[config.mk]
export PLATFORM = sky130hd
export DESIGN_NAME = dabc_top
export DESIGN_NICKNAME = d
export VERILOG_FILES = /design/src/inc/dabc_pkg.sv /design/src/verilog/dabc_top.sv /design/src/verilog/dabc_sync.sv
export VERILOG_INCLUDE_DIRS = /design/src /design/src/inc
export SDC_FILE = /design/constraint.sdc
export NUM_CORES = 1
export LEC_CHECK = 0
export BUFFER_PORTS_ARGS = -buffer_cell sky130_fd_sc_hd__buf_2
export CORE_ASPECT_RATIO = 0.6
export CORE_UTILIZATION = 45
export DETAILED_ROUTE_END_ITERATION = 12
export PLACE_DENSITY = 0.73
export RECOVER_POWER = 25
export SYNTH_ARGS = -nofsm -noshare
export SYNTH_HDL_FRONTEND = slang
export SYNTH_HIERARCHICAL = 1
export SYNTH_SLANG_ARGS = --single-unit
[constraint.sdc]
create_clock -name clk -period 4.15 [get_ports clk]
set_clock_uncertainty 0.15 [all_clocks]
set_input_delay 0.83 -clock clk [delete_from_list [all_inputs] [get_ports clk]]
set_output_delay 0.83 -clock clk [all_outputs]
set_load 0.01 [all_outputs]
[src/inc/dabc_cfg.svh]
// Purpose: constants for debug access and boot control
// Assumes: 250 MHz system clock
// Notes:   macro constants only; types live in dabc_pkg
`ifndef DABC_CFG_SVH
`define DABC_CFG_SVH
// ---------------------------------------------------------------
// clock and timing
// ---------------------------------------------------------------
`define DABC_CLK_MHZ        250
`define DABC_WAIT_S         2
`define DABC_WAIT_CYC       (`DABC_WAIT_S * `DABC_CLK_MHZ * 1000000)
`define DABC_SCAN_MAX_MHZ   14
// ---------------------------------------------------------------
// boot loader
// ---------------------------------------------------------------
`define DABC_BOOT_ADDR      7'h04
`define DABC_BOOT_KBPS      100
`define DABC_BOOT_KBYTES    9
`define DABC_BOOT_TOP       17'h02400
// ---------------------------------------------------------------
// pin counts per configuration
// ---------------------------------------------------------------
`define DABC_PINS_NONE      3'h0
`define DABC_PINS_SCAN4     3'h4
`define DABC_PINS_SCAN5     3'h5
`define DABC_PINS_TWO       3'h2
`define DABC_PINS_TRACE     3'h1
`define DABC_PINS_TWO_TRC   3'h3
`endif

[src/inc/dabc_pkg.sv]
// Purpose: shared types for debug access and boot control
// Assumes: nothing beyond the cfg header
// Notes:   boot phase sequence only
package dabc_pkg;
    // ---------------------------------------------------------------
    // boot sequencer states
    // ---------------------------------------------------------------
    typedef enum logic [1:0] {
        DABC_WAIT,
        DABC_LOAD,
        DABC_APP
    } dabc_boot_e;
endpackage : dabc_pkg

[src/verilog/dabc_top.sv]
// Purpose: gate debug, scan and trace ports; sequence the boot loader
// Assumes: pins arrive asynchronous; host keeps scan clock limits
// Notes:   the scan/debug protocol engines sit outside this block
`timescale 1ns/10ps
`include "dabc_cfg.svh"
module dabc_top #(
    parameter int WAIT_CYC = `DABC_WAIT_CYC  // boot wait, shorten in sim
) (
    input  wire logic        clk,
    input  wire logic        reset,
    // firmware controls
    input  wire logic        fw_debug_en,   // firmware enables debug
    input  wire logic        fw_scan_dis,   // firmware releases scan pins
    input  wire logic        fw_trace_en,   // firmware enables trace
    input  wire logic        security_set,  // permanent lock request
    input  wire logic        full_erase,    // whole device erase done
    input  wire logic        trst_used,     // board wires test reset
    // scan port pins
    input  wire logic        scan_clk_pin,
    input  wire logic        scan_mode_pin,
    input  wire logic        scan_din_pin,
    input  wire logic        scan_rst_n_pin,
    // two-wire debug pins
    input  wire logic        dbg_clk_pin,
    input  wire logic        dbg_dat_pin,
    // boot serial line command detect, from the I2C slave engine
    input  wire logic        boot_cmd,      // command seen, address checked here
    input  wire logic [6:0]  boot_addr_seen,
    input  wire logic [16:0] prog_addr,     // flash address being written
    input  wire logic        prog_wr,       // flash write request
    // outputs
    output logic             on_chip_debug_logic, // debug active
    output logic             scan_en,       // scan pins owned by scan port
    output logic             dbg_en,        // two-wire pins owned
    output logic             trace_en,      // single_wire_trace_port on
    output logic [2:0]       pins_used,
    output logic             scan_clk_rise, // sampled scan clock edge
    output logic             scan_mode_s,
    output logic             scan_din_s,
    output logic             scan_rst_s,
    output logic             dbg_clk_rise,
    output logic             dbg_dat_s,
    output logic             locked,        // security applied
    output logic             boot_active,   // loader waiting or loading
    output logic             app_start,     // hand over, one pulse
    output logic             boot_protect_hit, // loader write into its own area
    output logic [6:0]       boot_slave_addr
);
    // ---------------------------------------------------------------
    // synchronised pins
    // ---------------------------------------------------------------
    logic sclk_s, smode_s, sdin_s, srst_s, dclk_s, ddat_s;
    dabc_sync u_s0 (.clk(clk), .reset(reset), .din(scan_clk_pin),
                    .dout(sclk_s));
    dabc_sync u_s1 (.clk(clk), .reset(reset), .din(scan_mode_pin),
                    .dout(smode_s));
    dabc_sync u_s2 (.clk(clk), .reset(reset), .din(scan_din_pin),
                    .dout(sdin_s));
    // inverted ahead of the sync so its reset value is the idle level;
    // otherwise a released test reset pin looks asserted after reset
    dabc_sync u_s3 (.clk(clk), .reset(reset), .din(~scan_rst_n_pin),
                    .dout(srst_s));
    dabc_sync u_s4 (.clk(clk), .reset(reset), .din(dbg_clk_pin),
                    .dout(dclk_s));
    dabc_sync u_s5 (.clk(clk), .reset(reset), .din(dbg_dat_pin),
                    .dout(ddat_s));

    // ---------------------------------------------------------------
    // access state
    // ---------------------------------------------------------------
    logic lock_q = 1'b0;        // sticky fuse; power-on value only
    logic lock_d;
    logic dbg_q, dbg_d;
    logic scan_q, scan_d;
    logic trc_q, trc_d;
    logic sclk_q, sclk_d;       // previous scan clock sample
    logic dclk_q, dclk_d;
    logic [2:0] pins_q, pins_d;
    logic srise_q, srise_d, drise_q, drise_d;
    logic smode_q, smode_d, sdin_q, sdin_d, srst_q, srst_d;
    logic ddat_q, ddat_d;

    // next access state
    always_comb begin
        lock_d = lock_q | security_set;
        // debug stays off until firmware says so; an erase drops it,
        // so new firmware must enable it again
        dbg_d  = dbg_q;
        if (full_erase) begin
            dbg_d = 1'b0;
        end else if (fw_debug_en) begin
            dbg_d = 1'b1;
        end
        if (lock_d) begin
            dbg_d = 1'b0;
        end
        scan_d = ~fw_scan_dis & ~lock_d;
        trc_d  = fw_trace_en & dbg_d & ~lock_d;
        // pin budget per configuration
        if (scan_d) begin
            pins_d = trst_used ? `DABC_PINS_SCAN5
                               : `DABC_PINS_SCAN4;
        end else if (dbg_d && trc_d) begin
            pins_d = `DABC_PINS_TWO_TRC;
        end else if (dbg_d) begin
            pins_d = `DABC_PINS_TWO;
        end else if (trc_d) begin
            pins_d = `DABC_PINS_TRACE;
        end else begin
            pins_d = `DABC_PINS_NONE;
        end
        // edge detection after the synchronisers; the host keeps the
        // scan clock slow enough that every edge is seen
        sclk_d  = sclk_s;
        dclk_d  = dclk_s;
        // disabled ports present idle inputs to debug logic
        srise_d = scan_q & sclk_s & ~sclk_q;
        smode_d = scan_q & smode_s;
        sdin_d  = scan_q & sdin_s;
        srst_d  = scan_q & trst_used & srst_s;
        drise_d = dbg_q & dclk_s & ~dclk_q;
        ddat_d  = dbg_q & ddat_s;
    end

    // register access state
    always_ff @(posedge clk) begin
        if (reset) begin
            dbg_q   <= 1'b0;
            // a reset must not reopen the scan port once locked
            scan_q  <= ~lock_q;
            trc_q   <= 1'b0;
            pins_q  <= lock_q ? `DABC_PINS_NONE
                              : `DABC_PINS_SCAN4;
            sclk_q  <= 1'b0;
            dclk_q  <= 1'b0;
            srise_q <= 1'b0;
            smode_q <= 1'b0;
            sdin_q  <= 1'b0;
            srst_q  <= 1'b0;
            drise_q <= 1'b0;
            ddat_q  <= 1'b0;
        end else begin
            dbg_q   <= dbg_d;
            scan_q  <= scan_d;
            trc_q   <= trc_d;
            pins_q  <= pins_d;
            sclk_q  <= sclk_d;
            dclk_q  <= dclk_d;
            srise_q <= srise_d;
            smode_q <= smode_d;
            sdin_q  <= sdin_d;
            srst_q  <= srst_d;
            drise_q <= drise_d;
            ddat_q  <= ddat_d;
        end
    end

    // lock models a fuse: only power-on clears it, never reset
    always_ff @(posedge clk) begin
        lock_q <= lock_d;
    end

    // ---------------------------------------------------------------
    // boot loader sequencer
    // ---------------------------------------------------------------
    dabc_pkg::dabc_boot_e st_q, st_d;
    logic [31:0] cnt_q, cnt_d;
    logic        go_q, go_d;
    logic        hit_q, hit_d;
    logic        act_q, act_d;    // loader still owns the device
    logic [6:0]  addr_q, addr_d;  // slave address, held in a flop

    // next boot state
    always_comb begin
        st_d  = st_q;
        cnt_d = cnt_q;
        go_d  = 1'b0;
        case (st_q)
            dabc_pkg::DABC_WAIT: begin
                if (boot_cmd && boot_addr_seen == `DABC_BOOT_ADDR) begin
                    st_d = dabc_pkg::DABC_LOAD;
                end else if (cnt_q >= 32'(WAIT_CYC - 1)) begin
                    st_d = dabc_pkg::DABC_APP;
                    go_d = 1'b1;
                end else begin
                    cnt_d = cnt_q + 32'h1;
                end
            end
            dabc_pkg::DABC_LOAD: begin
                st_d = dabc_pkg::DABC_LOAD;  // stays until device reset
            end
            dabc_pkg::DABC_APP: begin
                st_d = dabc_pkg::DABC_APP;
            end
            default: begin
                st_d = dabc_pkg::DABC_WAIT;
            end
        endcase
        // loader writing its own area is flagged; scan or two-wire
        // programming may overwrite it freely
        hit_d = prog_wr && (prog_addr < `DABC_BOOT_TOP)
                && st_q == dabc_pkg::DABC_LOAD
                && !(scan_q || dbg_q);
        // registered so the output does not decode the state word
        act_d  = (st_d != dabc_pkg::DABC_APP);
        addr_d = `DABC_BOOT_ADDR;
    end

    // register boot state
    always_ff @(posedge clk) begin
        if (reset) begin
            st_q  <= dabc_pkg::DABC_WAIT;
            cnt_q <= 32'h0;
            go_q  <= 1'b0;
            hit_q <= 1'b0;
            act_q <= 1'b1;
            addr_q <= `DABC_BOOT_ADDR;
        end else begin
            st_q  <= st_d;
            cnt_q <= cnt_d;
            go_q  <= go_d;
            hit_q <= hit_d;
            act_q <= act_d;
            addr_q <= addr_d;
        end
    end

    // ---------------------------------------------------------------
    // outputs, all from flip-flops
    // ---------------------------------------------------------------
    assign on_chip_debug_logic = dbg_q;
    assign scan_en          = scan_q;
    assign dbg_en           = dbg_q;
    assign trace_en         = trc_q;
    assign pins_used        = pins_q;
    assign scan_clk_rise    = srise_q;
    assign scan_mode_s      = smode_q;
    assign scan_din_s       = sdin_q;
    assign scan_rst_s       = srst_q;
    assign dbg_clk_rise     = drise_q;
    assign dbg_dat_s        = ddat_q;
    assign locked           = lock_q;
    assign boot_active      = act_q;
    assign app_start        = go_q;
    assign boot_protect_hit = hit_q;
    assign boot_slave_addr  = addr_q;
endmodule : dabc_top

[src/verilog/dabc_sync.sv]
// Purpose: two flip-flop synchroniser for one pin
// Assumes: input asynchronous to clk
// Notes:   first stage read only by the second
`timescale 1ns/10ps
module dabc_sync (
    input  wire logic clk,
    input  wire logic reset,
    input  wire logic din,
    output logic      dout
);
    logic meta_q;  // first stage
    logic meta_d;
    logic sync_q;  // second stage
    logic sync_d;

    // ---------------------------------------------------------------
    // next values
    // ---------------------------------------------------------------
    always_comb begin
        meta_d = din;
        sync_d = meta_q;
    end

    // register stages
    always_ff @(posedge clk) begin
        if (reset) begin
            meta_q <= 1'b0;
            sync_q <= 1'b0;
        end else begin
            meta_q <= meta_d;
            sync_q <= sync_d;
        end
    end

    assign dout = sync_q;
endmodule : dabc_sync

==> run_results.csv <==
group,metric,value,unit
setup_path,crit_arrival,2.80,ns
synth,asyncSetResetFlopFracSynth,0,%
cts,cts-root-to-sink-buffers,2,
synth,synth_commonest_cells,"63 x sky130_fd_sc_hd__dfxtp_1, 25 x sky130_fd_sc_hd__a21oi_1, 22 x sky130_fd_sc_hd__nor2b_1, 17 x sky130_fd_sc_hd__o31ai_1, 17 x sky130_fd_sc_hd__or4_1",
cts,tritoncts,"built",
synth,ff_latch_count_synth,63,
synth,yosysMostFrequentCell,"sky130_fd_sc_hd__dfxtp_1",
die,rows,21,
global_routing,first_pass_grt_wire_length,9.63,mm
synth,synth_area_leaders,"sky130_fd_sc_hd__dfxtp_1 45%, sky130_fd_sc_hd__nor2b_1 4.9%, sky130_fd_sc_hd__o31ai_1 4.6%, sky130_fd_sc_hd__or4_1 4.6%, sky130_fd_sc_hd__a21oi_1 4.5%",
power_and_ir_drop,vdd_drop_max,0.259,mV
global_routing,gr-total-overflow,0,
finish,num-nets-final,378,
sta,hold_violations,0,
routing,drc,0,
global_routing,global_route.usage.total,18.6,%
hold_path,hold_class,"reg -> reg",
die,design.die.area,6520,um2
setup_path,critical_path.endpoint,"trace_en$_SDFF_PP0_",
setup_path,worstRegToRegCells,5,
power_and_ir_drop,total_power,1.16,mW
synth,number_of_enable_type_register_cells_in_the_synthesized_netlist,0,
synth,synthDominantCellAreaShare,45.3,%
setup_path,worstPathMaxFanout,53,
cts,cts_inserted_buffers,9,
sta,timing_max_transition_violations_final,54,
routing,num_vias,2345,
sta,hold_slack,0.283,ns
placement,detailed_place_hpwl,3.94,mm
finish,registers.top_by_ff_count,"cnt_q",
synth,yosysSeqAreaShare,45.3,%
placement,post-place-ws,1.10,ns
routing,average_via_count_per_standard_cell,5.56,
setup_path,worstPathRequired,4.24,ns
synth,synth.yosys.warnings,6,
setup_path,end_of_the_worst_register_to_register_path,"cnt_q[17]$_SDFFE_PP0P_",
setup_path,startpoint_type,"primary input",
setup_path,critical_path_s_slowest_cell,"sky130_fd_sc_hd__clkbuf_1",
run,maxCapViolCount,1,
die,floorplan.initialDensity,48.2,%
synth,synth_area_leader_cell,"sky130_fd_sc_hd__dfxtp_1",
setup_path,cp.depth,3,
cts,cts_post_setup_buffers_inserted,0,
finish,areaGrowthSynthToFinish,13.8,%
routing,drt-wirelength-per-cell,13.5,um
power_and_ir_drop,p_seq_share,53.4,%
routing,wirelength,5.71,mm
synth,synth_cell_types,52,
setup_path,critPathBufInv,1,
power_and_ir_drop,pwr_density_cell,364,nW/um2
sta,setup-violations-final,0,
power_and_ir_drop,power.internal,0.861,mW
die,die_w,104,um
cts,root_buf_cell,"sky130_fd_sc_hd__clkbuf_8",
placement,port_buffers,46,
cts,cts_num_sinks,63,
setup_path,criticalPathCategory,"in -> reg",
die,die_y,63.0,um
synth,synth_area,2790,um2
synth,synth.avg_cell_area,9.26,um2
power_and_ir_drop,p_sw_share,25.5,%
power_and_ir_drop,share_clk_of_total_power,42.9,%
cts,cts_resized,0,
cts,clk_transition_reported_paths,0.08,ns
setup_path,worst_r2r_startpoint,"cnt_q[29]$_SDFFE_PP0P_",
setup_path,end_kind,"flip-flop",
setup_path,regToRegSetupSlack,1.56,ns
finish,antennaDiodeCount,0,
finish,largest_reg_flops,32,
synth,synthFlopType,"sky130_fd_sc_hd__dfxtp_1",
setup_path,cp_cell_sequence,"clkbuf_1 -> nor4_1 -> and2_1",
routing,detailedRoute.firstPassIterationCount,4,
synth,synthesis.instances,301,
finish,post-route-util,54.8,%
cts,htree_levels,3,
placement,gp_congestion,0.740,
setup_path,max_stage_delay,1.45,ns
sta,grt_setup_unrepaired,"no",
setup_path,critical_path.startpoint,"reset",
power_and_ir_drop,p_comb_share,3.8,%
finish,drive_above_1_share,21.1,%
sta,layout_min_cycle_time,2.71,ns
die,fp.coreArea,5780,um2
sta,fin_crit_sh,65.4,%
sta,tightest_pin_transition,2.07,ns
sta,fmaxAchievable,0.369,GHz
finish,n_fill_cell,538,
global_routing,initial_antenna_violation_count,0,
routing,drt-initial-drc-count,120,
cts,insertion_delay,0.35,ns
power_and_ir_drop,leakage,1.30,nW
sta,worst_slew_margin_rel,-37.8,%
power_and_ir_drop,total_switching_power,0.294,mW
global_routing,first_global_vias,2107,
setup_path,crit_family,"buffers and inverters",
sta,final_setup_margin,1.44,ns
outcome,run_status,"finished with violations",
routing,detail-route-antenna-nets,0,
die,io-pin-count,64,
sta,setup-tns-final,0,ns
global_routing,pin_count_of_the_biggest_net_entering_global_routing,54,
cts,post_cts_hold_buffer_count,0,
outcome,failing_checks,"capacitance limit, slew limit",
[kinds of logic after synthesis]
logic type | share of synthesized area (%)
flops | 45.3
fa+ha+maj | 0.449
buf+inv | 6.29
other cells | 0.270
mux | 1.35
simple gates | 30.8
compound gates | 15.6
[metal layers]
metal  global-route usage (%)  wire length (um)
met1                     25.3              2950
met2                     27.7              2390
met3                     6.36               310
met4                     5.62                57
met5                        0                 0
[power by group through the flow]
| stage | Sequential [mW] | Combinational, mW | Clock [mW] |
|---|---|---|---|
| floorplan | 0.630 | 0.0293 | 0 |
| global placement | 0.630 | 0.0419 | 0 |
| detailed placement | 0.631 | 0.0433 | 0 |
| CTS | 0.616 | 0.0437 | 0.504 |
| global route | 0.618 | 0.0494 | 0.536 |
| finish | 0.617 | 0.0435 | 0.496 |
[area by class of cell]
class	count	area, um2	share of cell area (%)
clock buffer	9	124	3.91
clock inverter	7	61.3	1.93
inverter	3	11.3	0.355
multi-input combinational	212	1370	43.2
sequential	63	1260	39.8
tap	80	100	3.16
timing repair buffer	48	244	7.70
[per-stage QoR]
stage	instances	instance area, um2
floorplan	306	2810
global placement	406	2990
detailed placement	406	2990
CTS	422	3170
global route	422	3170
finish	422	3170
[how the worst min path moves through the flow]
stage,startpoint,end,slack (ns),cells past startpoint
after floorplan,u_s2/dout$_SDFF_PP0_,scan_din_s$_SDFF_PP0_,0.26,1
after global placement,u_s1/dout$_SDFF_PP0_,scan_mode_s$_SDFF_PP0_,0.26,1
after detailed placement,u_s2/dout$_SDFF_PP0_,scan_din_s$_SDFF_PP0_,0.27,1
after CTS,u_s2/dout$_SDFF_PP0_,scan_din_s$_SDFF_PP0_,0.29,1
after global routing,u_s3/meta_q$_SDFF_PP0_,u_s3/dout$_SDFF_PP0_,0.31,1
final,u_s2/dout$_SDFF_PP0_,scan_din_s$_SDFF_PP0_,0.28,1
[cell usage in the layout, fill, tap and decap left out, types with 3 or more instances in the layout]
cell type                  count
sky130_fd_sc_hd__inv_1         3
sky130_fd_sc_hd__conb_1        7
sky130_fd_sc_hd__nand2_1       9
sky130_fd_sc_hd__o21a_1        3
sky130_fd_sc_hd__and3_1        9
sky130_fd_sc_hd__o31ai_1      17
sky130_fd_sc_hd__dfxtp_1      63
sky130_fd_sc_hd__nor3_1        8
sky130_fd_sc_hd__nor2_1       12
sky130_fd_sc_hd__nor4_1        6
sky130_fd_sc_hd__nand3_1      12
sky130_fd_sc_hd__clkbuf_8      9
sky130_fd_sc_hd__o31a_1        3
sky130_fd_sc_hd__and2_1        5
sky130_fd_sc_hd__o21ba_1       3
sky130_fd_sc_hd__and4_1        3
sky130_fd_sc_hd__or4_1        17
sky130_fd_sc_hd__buf_2        45
sky130_fd_sc_hd__or3_1         6
sky130_fd_sc_hd__o21ai_0       4
sky130_fd_sc_hd__and3b_1       3
sky130_fd_sc_hd__nand4_1      10
sky130_fd_sc_hd__nor2b_1      22
sky130_fd_sc_hd__a21oi_1      25
sky130_fd_sc_hd__inv_6         3
Power figures use the tool's default switching activity.
